==> src/logic/acl_pkg.sv <==
package acl_pkg;
  localparam int BYTE_W   = 8;
  localparam int ADDR_W   = 16;
  localparam int SHIFT_W  = 16;
  localparam int MWORD_W  = 16;
  // shifter byte lanes
  localparam int SH_LO_LSB = 0;
  localparam int SH_MID_LSB = 8;
  localparam int SH_HI_LSB = 8;
  // micro word field positions, bit 1 of the word is index MWORD_W-1
  localparam int IMM_LSB  = 0;
  localparam int CTL_LSB  = 12;
  localparam logic [3:0] CTL_IMM_ONLY = 4'he;
  localparam logic [3:0] CTL_SHIFT_IMM = 4'hc;
  localparam logic [7:0] CNT_ALL_ONES = 8'hff;
  localparam logic [7:0] CNT_ONE      = 8'h01;

  typedef struct packed {
    logic addr_low_strobe_en;
    logic shifter_source_sel;
    logic base_a_strobe_en;
    logic base_b_strobe_en;
    logic count_step_en;
    logic count_load_en;
  } acl_ctrl_t;

  typedef struct packed {
    logic [7:0] hi;
    logic [7:0] lo;
  } acl_word_t;
endpackage

==> src/logic/acl_imm_decode.sv <==
`timescale 1ns/1ns
module acl_imm_decode (
  input  wire logic [3:0] ctl_bits_in,   // first four control bits of micro word
  output logic            imm_load_out   // transfer strobe for immediate reg
);
  // true for codes 1110 and 1100
  assign imm_load_out = (ctl_bits_in == acl_pkg::CTL_IMM_ONLY) ||
                        (ctl_bits_in == acl_pkg::CTL_SHIFT_IMM);
endmodule // acl_imm_decode

==> src/logic/acl_addr_regs.sv <==
`timescale 1ns/1ns
module acl_addr_regs (
  input  wire logic               clk_sys_in,          // 250 MHz system clock
  input  wire logic               nrst_in,             // async reset, active low
  input  wire logic               phase_three_clock_in,// one-cycle phase-3 enable
  input  wire logic               system_clock_gated_in,// one-cycle system-clock enable
  input  wire acl_pkg::acl_ctrl_t ctrl_in,             // nanocode strobe/select bits
  input  wire logic [15:0]        shifter_out_in,      // shifter output word
  input  wire logic [15:0]        micro_store_in,      // current micro word, bit1 at msb
  input  wire logic               base_b_pick_in,      // select base B onto address
  input  wire logic               count_test_in,       // condition test of counter
  output logic [15:0]             full_addr_bus_out,   // base byte : low byte
  output logic [7:0]              port_base_out,       // base byte to port selector
  output logic [7:0]              y_low_out,           // low-address to Y low byte
  output logic [15:0]             combined_op_out,     // counter : immediate
  output logic [7:0]              x_high_out,          // counter to X high byte
  output logic [7:0]              y_high_out,          // counter to Y high byte
  output logic                    count_wrap_flag_out, // counter wrap flag
  output logic                    imm_load_from_store_out // decoded transfer, registered
);
  logic [7:0] addr_low_reg_r;
  logic [7:0] base_reg_a_r;
  logic [7:0] base_reg_b_r;
  logic [7:0] immediate_byte_reg_r;
  logic [7:0] loop_count_reg_r;
  logic       count_wrap_flag_r;
  logic       imm_xfer;
  logic [7:0] src_byte;
  logic [7:0] base_sel;
  logic       addr_low_ld;
  logic       base_a_ld;
  logic       base_b_ld;
  logic       cnt_ld;
  logic       cnt_step;
  logic       imm_ld;
  logic [7:0] loop_count_nxt;
  logic       wrap_set;

  acl_imm_decode u_dec (
    .ctl_bits_in  (micro_store_in[acl_pkg::CTL_LSB +: 4]),
    .imm_load_out (imm_xfer)
  );

  // shared source mux, 1 picks shifter low byte
  assign src_byte = ctrl_in.shifter_source_sel ?
                    shifter_out_in[acl_pkg::SH_LO_LSB +: 8] :
                    immediate_byte_reg_r;
  // gated enables replace the original gated register clocks
  assign addr_low_ld = phase_three_clock_in & ctrl_in.addr_low_strobe_en;
  assign base_a_ld   = phase_three_clock_in & ctrl_in.base_a_strobe_en;
  assign base_b_ld   = phase_three_clock_in & ctrl_in.base_b_strobe_en;
  assign cnt_ld      = phase_three_clock_in & ctrl_in.count_load_en;
  assign cnt_step    = phase_three_clock_in & ctrl_in.count_step_en & ~ctrl_in.count_load_en;
  assign imm_ld      = system_clock_gated_in & imm_xfer;
  assign loop_count_nxt = cnt_ld ? src_byte :
                          cnt_step ? loop_count_reg_r + acl_pkg::CNT_ONE :
                          loop_count_reg_r;
  assign wrap_set = cnt_step && (loop_count_reg_r == acl_pkg::CNT_ALL_ONES);
  assign base_sel = base_b_pick_in ? base_reg_b_r : base_reg_a_r;

  // registers hold unless their enable is high
  always_ff @(posedge clk_sys_in or negedge nrst_in) begin
    if (!nrst_in) begin
      addr_low_reg_r <= 8'h00;
    end else if (addr_low_ld) begin
      addr_low_reg_r <= src_byte;
    end
  end

  always_ff @(posedge clk_sys_in or negedge nrst_in) begin
    if (!nrst_in) begin
      base_reg_a_r <= 8'h00;
      base_reg_b_r <= 8'h00;
    end else begin
      if (base_a_ld) begin
        base_reg_a_r <= shifter_out_in[acl_pkg::SH_MID_LSB +: 8];
      end
      if (base_b_ld) begin
        base_reg_b_r <= shifter_out_in[acl_pkg::SH_HI_LSB +: 8];
      end
    end
  end

  always_ff @(posedge clk_sys_in or negedge nrst_in) begin
    if (!nrst_in) begin
      immediate_byte_reg_r <= 8'h00;
    end else if (imm_ld) begin
      immediate_byte_reg_r <= micro_store_in[acl_pkg::IMM_LSB +: 8];
    end
  end

  always_ff @(posedge clk_sys_in or negedge nrst_in) begin
    if (!nrst_in) begin
      loop_count_reg_r <= 8'h00;
    end else begin
      loop_count_reg_r <= loop_count_nxt;
    end
  end

  // wrap can only set on a step, never with a load; a set wins over a count_test_in clear in the same cycle
  always_ff @(posedge clk_sys_in or negedge nrst_in) begin
    if (!nrst_in) begin
      count_wrap_flag_r <= 1'b0;
    end else if (wrap_set) begin
      count_wrap_flag_r <= 1'b1;
    end else if (cnt_ld || count_test_in) begin
      count_wrap_flag_r <= 1'b0;
    end
  end

  // outputs registered one cycle behind the internal state
  always_ff @(posedge clk_sys_in or negedge nrst_in) begin
    if (!nrst_in) begin
      full_addr_bus_out       <= 16'h0000;
      port_base_out           <= 8'h00;
      y_low_out               <= 8'h00;
      combined_op_out         <= 16'h0000;
      x_high_out              <= 8'h00;
      y_high_out              <= 8'h00;
      count_wrap_flag_out     <= 1'b0;
      imm_load_from_store_out <= 1'b0;
    end else begin
      full_addr_bus_out       <= {base_sel, addr_low_reg_r};
      port_base_out           <= base_sel;
      y_low_out               <= addr_low_reg_r;
      combined_op_out         <= {loop_count_reg_r, immediate_byte_reg_r};
      x_high_out              <= loop_count_reg_r;
      y_high_out              <= loop_count_reg_r;
      count_wrap_flag_out     <= count_wrap_flag_r;
      imm_load_from_store_out <= imm_xfer;
    end
  end

  property p_low_load;
    @(posedge clk_sys_in) disable iff (!nrst_in)
      addr_low_ld |=> addr_low_reg_r == $past(src_byte);
  endproperty
  a_low_load: assert property (p_low_load) else $error("low address load wrong");

  property p_low_hold;
    @(posedge clk_sys_in) disable iff (!nrst_in)
      !addr_low_ld |=> $stable(addr_low_reg_r);
  endproperty
  a_low_hold: assert property (p_low_hold) else $error("low address changed without strobe");

  property p_base_a;
    @(posedge clk_sys_in) disable iff (!nrst_in)
      base_a_ld |=> base_reg_a_r == $past(shifter_out_in[15:8]);
  endproperty
  a_base_a: assert property (p_base_a) else $error("base A load wrong");

  property p_base_b_hold;
    @(posedge clk_sys_in) disable iff (!nrst_in)
      !base_b_ld |=> $stable(base_reg_b_r);
  endproperty
  a_base_b_hold: assert property (p_base_b_hold) else $error("base B changed without strobe");

  property p_addr_out;
    @(posedge clk_sys_in) disable iff (!nrst_in)
      1'b1 |=> full_addr_bus_out ==
        {($past(base_b_pick_in) ? $past(base_reg_b_r) : $past(base_reg_a_r)),
         $past(addr_low_reg_r)};
  endproperty
  a_addr_out: assert property (p_addr_out) else $error("address bus mismatch");

  property p_load_wins;
    @(posedge clk_sys_in) disable iff (!nrst_in)
      (cnt_ld && ctrl_in.count_step_en) |=> loop_count_reg_r == $past(src_byte);
  endproperty
  a_load_wins: assert property (p_load_wins) else $error("increment beat load");

  property p_step;
    @(posedge clk_sys_in) disable iff (!nrst_in)
      cnt_step |=> loop_count_reg_r == $past(loop_count_reg_r) + 8'h01;
  endproperty
  a_step: assert property (p_step) else $error("counter step wrong");

  property p_wrap;
    @(posedge clk_sys_in) disable iff (!nrst_in)
      wrap_set |=> count_wrap_flag_r && loop_count_reg_r == 8'h00 ##1 count_wrap_flag_out;
  endproperty
  a_wrap: assert property (p_wrap) else $error("wrap flag not set");

  property p_wrap_clr;
    @(posedge clk_sys_in) disable iff (!nrst_in)
      (cnt_ld && !wrap_set) |=> !count_wrap_flag_r;
  endproperty
  a_wrap_clr: assert property (p_wrap_clr) else $error("wrap flag not cleared");

  property p_imm;
    @(posedge clk_sys_in) disable iff (!nrst_in)
      !imm_ld |=> $stable(immediate_byte_reg_r);
  endproperty
  a_imm: assert property (p_imm) else $error("immediate changed without transfer");

  property p_low_from_sh;
    @(posedge clk_sys_in) disable iff (!nrst_in)
      (addr_low_ld && ctrl_in.shifter_source_sel) |=>
        addr_low_reg_r == $past(shifter_out_in[acl_pkg::SH_LO_LSB +: acl_pkg::BYTE_W]);
  endproperty
  a_low_from_sh: assert property (p_low_from_sh) else $error("low byte not shifter");

  property p_low_from_imm;
    @(posedge clk_sys_in) disable iff (!nrst_in)
      (addr_low_ld && !ctrl_in.shifter_source_sel) |=>
        addr_low_reg_r == $past(immediate_byte_reg_r);
  endproperty
  a_low_from_imm: assert property (p_low_from_imm) else $error("low byte not imm");

  property p_base_a_hold;
    @(posedge clk_sys_in) disable iff (!nrst_in)
      !base_a_ld |=> $stable(base_reg_a_r);
  endproperty
  a_base_a_hold: assert property (p_base_a_hold) else $error("base A moved");

  property p_base_b_load;
    @(posedge clk_sys_in) disable iff (!nrst_in)
      base_b_ld |=>
        base_reg_b_r == $past(shifter_out_in[acl_pkg::SH_HI_LSB +: acl_pkg::BYTE_W]);
  endproperty
  a_base_b_load: assert property (p_base_b_load) else $error("base B load wrong");

  property p_no_phase;
    @(posedge clk_sys_in) disable iff (!nrst_in)
      !phase_three_clock_in |=> $stable(addr_low_reg_r) && $stable(base_reg_a_r) &&
        $stable(base_reg_b_r) && $stable(loop_count_reg_r);
  endproperty
  a_no_phase: assert property (p_no_phase) else $error("held reg moved");

  property p_port_base;
    @(posedge clk_sys_in) disable iff (!nrst_in)
      port_base_out == full_addr_bus_out[acl_pkg::ADDR_W-1 -: acl_pkg::BYTE_W];
  endproperty
  a_port_base: assert property (p_port_base) else $error("port base mismatch");

  property p_y_low;
    @(posedge clk_sys_in) disable iff (!nrst_in)
      y_low_out == full_addr_bus_out[acl_pkg::BYTE_W-1:0];
  endproperty
  a_y_low: assert property (p_y_low) else $error("y low mismatch");

  property p_low_out;
    @(posedge clk_sys_in) disable iff (!nrst_in)
      1'b1 |=> y_low_out == $past(addr_low_reg_r);
  endproperty
  a_low_out: assert property (p_low_out) else $error("low out stale");

  property p_pick_a;
    @(posedge clk_sys_in) disable iff (!nrst_in)
      !base_b_pick_in |=> port_base_out == $past(base_reg_a_r);
  endproperty
  a_pick_a: assert property (p_pick_a) else $error("base A not on bus");

  property p_pick_b;
    @(posedge clk_sys_in) disable iff (!nrst_in)
      base_b_pick_in |=> port_base_out == $past(base_reg_b_r);
  endproperty
  a_pick_b: assert property (p_pick_b) else $error("base B not on bus");

  property p_comb_hi;
    @(posedge clk_sys_in) disable iff (!nrst_in)
      combined_op_out[acl_pkg::ADDR_W-1 -: acl_pkg::BYTE_W] == x_high_out;
  endproperty
  a_comb_hi: assert property (p_comb_hi) else $error("counter byte wrong");

  property p_comb_lo;
    @(posedge clk_sys_in) disable iff (!nrst_in)
      1'b1 |=> combined_op_out[acl_pkg::BYTE_W-1:0] == $past(immediate_byte_reg_r);
  endproperty
  a_comb_lo: assert property (p_comb_lo) else $error("imm byte wrong");

  property p_xy_same;
    @(posedge clk_sys_in) disable iff (!nrst_in)
      x_high_out == y_high_out;
  endproperty
  a_xy_same: assert property (p_xy_same) else $error("X and Y differ");

  property p_cnt_out;
    @(posedge clk_sys_in) disable iff (!nrst_in)
      1'b1 |=> y_high_out == $past(loop_count_reg_r);
  endproperty
  a_cnt_out: assert property (p_cnt_out) else $error("counter out stale");

  property p_cnt_hold;
    @(posedge clk_sys_in) disable iff (!nrst_in)
      (!cnt_ld && !cnt_step) |=> $stable(loop_count_reg_r);
  endproperty
  a_cnt_hold: assert property (p_cnt_hold) else $error("counter moved");

  property p_cnt_imm;
    @(posedge clk_sys_in) disable iff (!nrst_in)
      (cnt_ld && !ctrl_in.shifter_source_sel) |=>
        loop_count_reg_r == $past(immediate_byte_reg_r);
  endproperty
  a_cnt_imm: assert property (p_cnt_imm) else $error("count not from imm");

  property p_cnt_sh;
    @(posedge clk_sys_in) disable iff (!nrst_in)
      (cnt_ld && ctrl_in.shifter_source_sel) |=>
        loop_count_reg_r == $past(shifter_out_in[acl_pkg::SH_LO_LSB +: acl_pkg::BYTE_W]);
  endproperty
  a_cnt_sh: assert property (p_cnt_sh) else $error("count not shifter");

  property p_test_clr;
    @(posedge clk_sys_in) disable iff (!nrst_in)
      (count_test_in && !wrap_set) |=> !count_wrap_flag_r;
  endproperty
  a_test_clr: assert property (p_test_clr) else $error("test kept flag");

  property p_wrap_only;
    @(posedge clk_sys_in) disable iff (!nrst_in)
      (!count_wrap_flag_r && !wrap_set) |=> !count_wrap_flag_r;
  endproperty
  a_wrap_only: assert property (p_wrap_only) else $error("flag rose alone");

  property p_flag_out;
    @(posedge clk_sys_in) disable iff (!nrst_in)
      1'b1 |=> count_wrap_flag_out == $past(count_wrap_flag_r);
  endproperty
  a_flag_out: assert property (p_flag_out) else $error("flag out stale");

  property p_imm_load;
    @(posedge clk_sys_in) disable iff (!nrst_in)
      imm_ld |=>
        immediate_byte_reg_r == $past(micro_store_in[acl_pkg::IMM_LSB +: acl_pkg::BYTE_W]);
  endproperty
  a_imm_load: assert property (p_imm_load) else $error("imm load wrong");

  property p_dec_out;
    @(posedge clk_sys_in) disable iff (!nrst_in)
      1'b1 |=> imm_load_from_store_out ==
        ($past(micro_store_in[acl_pkg::CTL_LSB +: 4]) == acl_pkg::CTL_IMM_ONLY ||
         $past(micro_store_in[acl_pkg::CTL_LSB +: 4]) == acl_pkg::CTL_SHIFT_IMM);
  endproperty
  a_dec_out: assert property (p_dec_out) else $error("decode out wrong");
endmodule // acl_addr_regs

==> config.mk <==
export PLATFORM = sky130hd
export DESIGN_NAME = acl_addr_regs
export DESIGN_NICKNAME = d
export VERILOG_FILES = /design/src/logic/acl_pkg.sv /design/src/logic/acl_imm_decode.sv /design/src/logic/acl_addr_regs.sv
export SDC_FILE = /design/constraint.sdc
export NUM_CORES = 1
export LEC_CHECK = 0
export ABC_CLOCK_PERIOD_IN_PS = 1700
export BUFFER_PORTS_ARGS = -buffer_cell sky130_fd_sc_hd__buf_2
export CORE_UTILIZATION = 40
export DETAILED_ROUTE_END_ITERATION = 8
export HOLD_SLACK_MARGIN = 0.06
export MAX_ROUTING_LAYER = met4
export PLACE_DENSITY = 0.66
export SLEW_MARGIN = 20
export SYNTH_ARGS = -nofsm -noshare
export SYNTH_HDL_FRONTEND = slang
export SYNTH_SLANG_ARGS = --single-unit
==> constraint.sdc <==
create_clock -name clk_sys_in -period 1.7 [get_ports clk_sys_in]
set_input_delay 0.255 -clock clk_sys_in [delete_from_list [all_inputs] [get_ports clk_sys_in]]
set_output_delay 0.255 -clock clk_sys_in [all_outputs]
set_load 0.02 [all_outputs]
# Yosys cells after proc, flatten, opt, wreduce, memory -nomap -nowiden
# Cells that the tools add are included.
[classes]
n_addsub = 1
eq_ne = 3
muxes = 6
bitwise = 8
reduce_logical = 5
[ops]
columns = ["operator", "count"]
rows = [
  ["8-bit 2-to-1 mux", 4],
  ["8-bit by 1-bit adder with 8-bit output, second input constant", 1],
  ["4-bit == test, second input constant", 2],
  ["8-bit == test, second input constant", 1],
  ["1-bit AND", 7],
  ["2-bit nonzero test", 2],
  ["1-bit logical OR", 2],
  ["1-bit 2-to-1 mux", 2],
  ["1-bit logical AND", 1],
  ["1-bit inverter", 1],
]
[totals]
reg_bits = 99
in_bits = 44
out_inout_bits = 66

# Logic depth before layout (Yosys ltp)
# Gate-level depths: netlist (run 1).
[depth]
ltp_word = 4
depth_mapped = 6
depth_no_buf = 4

# By module
# A second synthesis (run 1) with hierarchy kept.
[hier_totals]
hier_cells = 230
area_unflattened_um2 = 3057.9
[by_module_without_submodules]
columns = ["module", "n_inst", "cells_per_inst", "area_each_um2", "seq_area_each_um2"]
rows = [
  ["acl_addr_regs", 1, 229, 3049.2, 1876.8],
  ["acl_imm_decode", 1, 1, 8.8, 0.0],
]

# Least setup slack after synthesis (run 1)
# No wires, ideal clock.
[synth_timing]
path_type = "register -> register"
start = "register loop_count_reg_r[0]"
end = "register loop_count_reg_r[4]"
setup_time_ps = 77
arrival_ps = 1243
t_required_ps = 1623
setup_slack_ps = 380
path_stages_with_launch = 5
n_path_buf = 0
synth_period_minus_slack_ps = 1320
cell_sequence = "dfrtp_1 -> ha_1 -> and4b_2 -> a32o_1 -> a21oi_1"
[synth_via]
elab_chain_len = 3
[synth_rtl]
columns = ["item", "line_no", "text"]
rows = [
  ["start: declaration", "acl_addr_regs.sv:25", "logic [7:0] loop_count_reg_r;"],
  ["start signal: assignment", "acl_addr_regs.sv:96", "loop_count_reg_r <= loop_count_nxt;"],
  ["8-bit by 1-bit adder with 8-bit output", "acl_addr_regs.sv:56", "cnt_step ? loop_count_reg_r + acl_pkg::CNT_ONE :"],
  ["8-bit 2-to-1 mux", "acl_addr_regs.sv:56", ""],
  ["8-bit 2-to-1 mux", "acl_addr_regs.sv:55", "assign loop_count_nxt = cnt_ld ? src_byte :"],
]
# No other way between the ends. The select of a mux whose other input is x is not followed.
# A chain may end at the register's enable or synchronous reset.

# Worst setup path in the final report (run 1)
# Same ends and word-level chain as after synthesis.

==> results of run 1 <==
## cell families (layout without fill, tap and decap cells)
kind of cell               count (synthesis)  count (layout)  share of synthesized area [%]
AOI/OAI and AO/OA                         30              30                           6.83
muxes                                     41              41                           14.8
buffers and inverters                     43             126                           9.68
adders and majority gates                  1               1                          0.407
and+or+nand+nor                           40              40                           7.28
DFF                                       75              75                           61.0
## flip-flops by register name (all words and copies together) (netlist names), 2 cells and up
register	count
port_base_out	7
combined_op_out	16
y_low_out	7
base_reg_b_r	8
full_addr_bus_out	2
loop_count_reg_r	8
base_reg_a_r	8
addr_low_reg_r	8
immediate_byte_reg_r	8
## metal layers
| metal | part of all wire, % | global-route usage, % |
|---|---|---|
| met5 | 0 | - |
| met2 | 49 | 23.8 |
| met1 | 43 | 19.3 |
| met4 | 1.7 | 8.74 |
| met3 | 6.2 | 2.79 |
## metrics by stage
step | power (mW) | cell area [um^2] | cells | setup slack, ps
2_1_floorplan | 3.17 | 3080 | 230 | 380
3_3_place_gp | 3.43 | 3470 | 395 | 304
3_5_place_dp | 3.46 | 3470 | 395 | 281
4_1_cts | 4.80 | 3670 | 412 | 265
5_1_grt | 4.98 | 3670 | 412 | 202
6_report | 4.73 | 3670 | 412 | 256
## final timing paths
check | start | endpoint | slack [ps] | cells past startpoint
worst min register to register | addr_low_reg_r[2]$_DFFE_PN0P_ | y_low_out[2]$_DFF_PN0_ | 380 | 0
worst max-delay path | loop_count_reg_r[0]$_DFFE_PN0P_ | loop_count_reg_r[4]$_DFFE_PN0P_ | 260 | 4
max in group asynchronous | nrst_in | y_low_out[2]$_DFF_PN0_ | 790 | 3
worst max register to register | loop_count_reg_r[0]$_DFFE_PN0P_ | loop_count_reg_r[4]$_DFFE_PN0P_ | 260 | 4
min in group asynchronous | nrst_in | base_reg_a_r[7]$_DFFE_PN0P_ | 330 | 2
worst min-delay path | micro_store_in[3] | immediate_byte_reg_r[3]$_DFFE_PN0P_ | 140 | 2
## final cells by class
type | count | area (um^2)
Fill cell | 681 | 3660
Sequential cell | 75 | 1880
Tap cell | 99 | 124
Clock buffer | 10 | 138
Clock inverter | 6 | 55.1
Inverter | 2 | 7.51
Multi-Input combinational cell | 112 | 902
Timing Repair Buffer | 108 | 568
## power by group
part           switching, mW  total [mW]  internal, mW
Sequential             0.197        2.29          2.09
Combinational          0.679        1.12         0.441
Clock                  0.622        1.33         0.705
Total                   1.50        4.73          3.24
## cells in the final DEF (no fill, tap or decap), drive strengths merged, types with 5 or more instances in the layout
master / synthesis / final
mux2: 33 / 33
nor2: 13 / 13
nand2: 8 / 8
buf: 39 / 107
clkbuf: 2 / 10
mux2i: 8 / 8
dfrtp: 75 / 75
a21oi: 15 / 15
clkinv: 0 / 5
nand4: 5 / 5
## worst max-delay path, stage by stage (launching register included)
cell and delay (ps):
dfrtp_1 460, ha_1 290, and4b_2 230, a32o_1 250
a21oi_1 140
==> impl_metrics.toml, run 1 <==
[status]
status = "finished, final reports clean"

[yosys]
synthTopCellsByArea = "dfrtp_1 61%, mux2_2 12%, buf_4 7.8%"
synthArstFlopShare_pct = 100
seq_area_frac_synth_pct = 61.0
postSynthAreaPerCell_um2 = 13.4
synth_commonest_cells = "75 x dfrtp_1, 33 x mux2_2, 32 x buf_4"
synth_nets = 275
synthCells = 230
synth_enable_flop_cells = 0
ys.flop_type = "dfrtp_1"
netlist_area_um2 = 3080
synth-seq-cells = 75
synth_top_area_share_pct = 61.0
synth_most_common_cell = "dfrtp_1"
yosysUniqueCellTypes = 40
synthesis.yosys.warnings = 0
synth_top_cell_by_area = "dfrtp_1"

[clocking]
cts_tree = "yes"
tritoncts.num_buffers = 9
cts_hold_buf = 1
post_cts_resized = 0
cts_max_level = 3
cts_setup_buffers = 0
clk_pin_slew_ps = 80
root_buffer = "clkbuf_8"
clock_latency_ps = 330
cts_sinks = 75
clock_path_buffers = 2

[setup_path]
crit_fanout = 7
required_ps = 1960
arrival_ps = 1710
path_class = "reg -> reg"
endpoint_kind = "flip-flop"
startpoint_type = "flip-flop"

[timing]
post-route-min-period_ps = 1440
maxSlewViolCount = 0
timing.fmax_mhz = 692
relSlewSlack_pct = 67.5
setup_tns_ps = 0
tightest_slew_ps = 487
skew_ps = 5.02
post-route-period-util_pct = 85.0
holdWs_ps = 144
rsz0062_at_grt = "false"
setup_viol = 0
hold_viol = 0

[routing]
route.vias.total = 1970
drt.antenna.violating_nets = 0
wl_um = 5760
wl_per_cell_um = 14.0
drt-vias-per-instance = 4.78
drc_errors = 0
drt_iter0_markers = 98
drt_first_pass_iters = 4

[hold_path]
hold_class = "in -> reg"

[floorplan]
start_util_pct = 42.0
core_um2 = 7330
ios = 110
rows = 31
die_x_um = 89.7
die_h_um = 89.7
die-area_um2 = 8050

[power_and_ir_drop]
power_leakage_nw = 1.77
vdd_ir_drop_max_mv = 0.520
p_per_area_nw_per_um2 = 1290

[run]
maxCapViolations = 0

[placed_design]
gp_congestion = 0.761
portBuffers = 104
hpwl_um = 4140

[cells_and_area]
final_util_pct = 50.1
layout.nets = 353
syn2layout_area_growth_pct = 19.3
diodes = 0
drive_gt1_share_pct = 52.4

[grt]
grt_overflow = 0
grt_pass1_vias = 1890
grt.total_usage_pct = 15.5
grt_pass1_wl_um = 9310
antenna_found_initial = 0
grt_max_degree = 57
(Power assumes the default switching activity.)
==> run 2: changes to the inputs <==
- ABC_CLOCK_PERIOD_IN_PS: 1700 -> 1180
- PLACE_DENSITY: 0.66 -> 0.68
- clock period: 1.7 -> 1.18 ns (I/O delays scaled with it)
==> impl_metrics.toml, run 2 (synthesized netlist as in run 1, its figures left out) <==
[status]
status = "finished, violations left"
violations = "negative setup slack"

[placed_design]
dpl_cell_area_um2 = 3730
gp_congestion = 0.844
portBuffers = 104
place_inst = 424
hpwl_um = 4580

[timing]
maxSlewViolCount = 0
timing.fmax_mhz = 804
skew_ps = 8.75
post-route-period-util_pct = 105
tightest_slew_ps = 293
rsz0062_at_grt = "true"
setup_ws_ps = -63.4
hold_viol = 0
post-route-min-period_ps = 1240
holdWs_ps = 81.6
setup_tns_ps = -160
relSlewSlack_pct = 79.9
setup_viol = 4

[grt]
grt_max_degree = 24
grt_pass1_wl_um = 10400
grt_overflow = 0
antenna_found_initial = 0
grt_pass1_vias = 2168
grt.total_usage_pct = 17.3

[clocking]
clock_path_buffers = 2
cts_max_level = 3
clock_latency_ps = 340
tritoncts.num_buffers = 9
cts_sinks = 75
root_buffer = "clkbuf_8"
cts_tree = "yes"
clk_pin_slew_ps = 70

[cells_and_area]
fillers = 634
final_area_um2 = 4150
layout.nets = 397
final_cell_mix = "103 x buf_2, 73 x dfrtp_1, 33 x mux2_2"
largest_register_ffs = 16
layout_commonest_cell = "buf_2"
diodes = 0
layout.cells.non_filler = 456
syn2layout_area_growth_pct = 35.0
final_util_pct = 56.6
regMostFlops = "combined_op_out"
drive_gt1_share_pct = 56.3
multiInputGateArea_um2 = 942
seq_area_um2 = 1880

[power_and_ir_drop]
p_switching_mw = 2.23
p_per_area_nw_per_um2 = 1770
power_leakage_nw = 2.00
power.internal_mw = 5.13
clkPwrFrac_pct = 29.2
vdd_ir_drop_max_mv = 0.846
p_comb_share_pct = 26.3
swShare_pct = 30.3
power.share.sequential_pct = 44.5

[setup_path]
r2r_cells = 4
crit_family = "flip-flops"
crit_end = "loop_count_reg_r[4]$_DFFE_PN0P_"
critPathMaxStageDelay_ps = 440
required_ps = 1460
arrival_ps = 1520
crit_fanout = 5
path_class = "reg -> reg"
cp_cell_sequence = "ha_4 -> and4b_2 -> a32o_1 -> a21oi_2"
reg2reg_from = "loop_count_reg_r[0]$_DFFE_PN0P_"
reg2reg_slack_ps = -60
worst-path-stages = 4
slowest_stage = "dfrtp_2"
endpoint_kind = "flip-flop"
critPathLaunch = "loop_count_reg_r[0]$_DFFE_PN0P_"
r2r_end = "loop_count_reg_r[4]$_DFFE_PN0P_"
worst-path-buf-inv = 0
startpoint_type = "flip-flop"

[floorplan]
core_um2 = 7330
die_h_um = 89.7
rows = 31
ios = 110
die-area_um2 = 8050
die_x_um = 89.7
start_util_pct = 42.0

[routing]
drt_first_pass_iters = 4
route.vias.total = 2133
wl_per_cell_um = 13.5
drt_iter0_markers = 80
drc_errors = 0
drt.antenna.violating_nets = 0
wl_um = 6170
drt-vias-per-instance = 4.68

[run]
maxCapViolations = 0

[hold_path]
hold_class = "in -> reg"
run 2: layout make-up:
cell class | instances | share of cell area [%]
clock inverters | 4 | 1.78
inverters | 2 | 0.181
repair buffers | 152 | 23.6
multi-input cells | 112 | 22.7
well taps | 99 | 2.98
flip-flops and latches | 75 | 45.3
clock buffers | 12 | 3.50
run 2: through the flow:
stage	worst slack (ps)	total power, mW
3_5_place_dp	-90.5	5.16
6_report	-63.4	7.35
3_3_place_gp	-75.1	5.12
4_1_cts	-81.4	7.39
2_1_floorplan	-71.9	4.57
5_1_grt	-109	7.76
run 2: layer usage:
metal,global-route usage (%),vias up,wire (um)
met5,-,-,0
met4,7.38,0,85
met1,22.3,1030,2840
met3,4.40,8,286
met2,25.8,75,2960
li1,-,1020,-
run 2: worst min path at each step:
stage | start | end | slack, ps | cells past startpoint
3_3_place_gp | nrst_in | base_reg_a_r[5]$_DFFE_PN0P_ | 100 | 1
4_1_cts | count_test_in | count_wrap_flag_r$_DFFE_PN0P_ | 70 | 3
2_1_floorplan | nrst_in | addr_low_reg_r[0]$_DFFE_PN0P_ | -120 | 0
5_1_grt | shifter_out_in[10] | base_reg_a_r[2]$_DFFE_PN0P_ | 70 | 2
6_report | count_test_in | count_wrap_flag_r$_DFFE_PN0P_ | 80 | 3
3_5_place_dp | nrst_in | base_reg_b_r[5]$_DFFE_PN0P_ | 100 | 1
run 2: what timing repair did:
| action | CTS | global route |
|---|---|---|
| pin swaps | 5 | 9 |
| buffers inserted | 4 | 0 |
| hold endpoints to repair | 86 | 1 |
| hold buffers | 12 | 1 |
| resized for setup | 1 | 12 |
| endpoints found under the setup margin | 5 | 8 |
run 2: power groups by stage:
stage	Combinational (mW)	Clock, mW	Sequential (mW)
2_1_floorplan	1.01	0	3.57
3_3_place_gp	1.82	0	3.30
3_5_place_dp	1.84	0	3.32
4_1_cts	1.91	2.21	3.27
5_1_grt	2.08	2.35	3.34
6_report	1.94	2.15	3.27
run 2: tightest hold or removal path, cell delays in order:
cell,delay [ps]
buf_2,70
nand3b_1,90
nand2_1,50
==> run 3: changes to the inputs <==
- GPL_TIMING_DRIVEN: default -> 0
==> impl_metrics.toml, run 3 (synthesized netlist as in run 1, its figures left out) <==
[cells_and_area]
regMostFlops = "combined_op_out"
largest_register_ffs = 16
final_cell_mix = "73 x buf_2, 69 x dfrtp_1, 48 x buf_6"
drive_gt1_share_pct = 59.8
layout.cells.non_filler = 452
layout.nets = 394
syn2layout_area_growth_pct = 40.2
fillers = 594
diodes = 0
layout_commonest_cell = "buf_2"

[timing]
setup_ws_ps = -94.3
setup_viol = 5
relSlewSlack_pct = 68.8
post-route-min-period_ps = 1270
timing.fmax_mhz = 785
rsz0062_at_grt = "true"
skew_ps = 7.36
hold_viol = 0
post-route-period-util_pct = 108
tightest_slew_ps = 468
maxSlewViolCount = 0

[clocking]
clk_pin_slew_ps = 70
root_buffer = "clkbuf_8"
clock_path_buffers = 2
tritoncts.num_buffers = 9
cts_sinks = 75
cts_tree = "yes"
cts_max_level = 3
clock_latency_ps = 330

[routing]
drt_first_pass_iters = 4
drt_iter0_markers = 103
route.vias.total = 2198
wl_um = 6600
drt-vias-per-instance = 4.86
drc_errors = 0
wl_per_cell_um = 14.6
drt.antenna.violating_nets = 0

[grt]
grt_pass1_vias = 2160
antenna_found_initial = 0
grt.total_usage_pct = 17.1
grt_pass1_wl_um = 10300
grt_overflow = 0
grt_max_degree = 58

[setup_path]
critPathMaxStageDelay_ps = 440
crit_family = "flip-flops"
startpoint_type = "flip-flop"
worst-path-buf-inv = 0
required_ps = 1440
slowest_stage = "dfrtp_2"
cp_cell_sequence = "ha_4 -> and4b_2 -> a32o_1 -> a21oi_1"
path_class = "reg -> reg"
arrival_ps = 1540
endpoint_kind = "flip-flop"
crit_fanout = 5

[floorplan]
rows = 31
start_util_pct = 42.0
die_h_um = 89.7
core_um2 = 7330
die_x_um = 89.7
ios = 110
die-area_um2 = 8050

[placed_design]
hpwl_um = 4360
portBuffers = 100
place_inst = 430
gp_congestion = 0.868
dp_slack_ps = -156

[power_and_ir_drop]
p_per_area_nw_per_um2 = 1790
vdd_ir_drop_max_mv = 0.844
power_leakage_nw = 2.05

[status]
status = "finished, violations left"
violations = "negative setup slack"

[run]
maxCapViolations = 0

[hold_path]
hold_class = "in -> reg"
run 3: cell types whose count changed in the layout (fill, tap and decap cells not counted), moves of 3 or more:
cell / delta
buf_12: -4
buf_4: -7
buf_2: -30
dfrtp_1: -4
dlygate4sd3_1: -9
buf_6: +44
dfrtp_2: +4
clkbuf_8: +3
run 3: timing repair:
| item | in CTS | in global routing |
|---|---|---|
| gates cloned | 0 | 0 |
| hold buffers | 1 | 3 |
| setup endpoints to repair | 28 | 36 |
| endpoints found under the hold margin | 75 | 3 |
| pin swaps | 3 | 4 |
| gates resized for setup | 53 | 39 |
| buffers inserted | 10 | 2 |
run 3: routing by layer:
| metal | routed length [um] | GRT usage, % | part of all wire (%) | up-vias |
|---|---|---|---|---|
| met4 | 170 | 9.02 | 2.6 | 0 |
| met2 | 3400 | 26.9 | 51 | 92 |
| li1 | - | - | - | 1020 |
| met5 | 0 | - | 0 | - |
| met1 | 2660 | 20.8 | 40 | 1071 |
| met3 | 370 | 3.38 | 5.6 | 15 |
run 3: final timing paths:
path	startpoint	end	slack, ps	cells after the start
min reg2reg	addr_low_reg_r[0]$_DFFE_PN0P_	y_low_out[0]$_DFF_PN0_	380	0
max in group asynchronous	nrst_in	loop_count_reg_r[0]$_DFFE_PN0P_	350	3
min	micro_store_in[0]	immediate_byte_reg_r[0]$_DFFE_PN0P_	70	2
max reg2reg	loop_count_reg_r[0]$_DFFE_PN0P_	loop_count_reg_r[4]$_DFFE_PN0P_	-90	4
min in group asynchronous	nrst_in	base_reg_a_r[5]$_DFFE_PN0P_	260	2
max	loop_count_reg_r[0]$_DFFE_PN0P_	loop_count_reg_r[4]$_DFFE_PN0P_	-90	4
run 3: area by class of cell:
type                            count  area [um^2]  area share, %
Timing Repair Buffer              117          857           19.9
Inverter                            2         7.51          0.174
Multi-Input combinational cell    112          946           21.9
Buffer                             32          283           6.55
Clock inverter                      1         30.0          0.696
Clock buffer                       14          183           4.23
Tap cell                           99          124           2.87
Sequential cell                    75         1880           43.7
run 3: report_power, final:
part | total (mW) | internal (mW) | leakage [nW] | switching, mW
clock network | 2.04 | 1.20 | 0.109 | 0.844
registers | 3.33 | 3.02 | 0.872 | 0.310
logic | 2.35 | 1.21 | 1.07 | 1.14
run 3: metrics by stage:
stage          utilization, %  hold slack [ps]  power, mW  instance area [um^2]  setup TNS, ps
3_5_place_dp             50.9             75.7       5.26                  3730          -1000
4_1_cts                  57.1             60.3       7.64                  4190           -101
6_report                 58.8             69.6       7.73                  4310           -215
2_1_floorplan               -             -119       4.57                  3080          -91.1
5_1_grt                  58.8             63.8       8.11                  4310           -836
3_3_place_gp             50.5              359       5.20                  3700         -38640
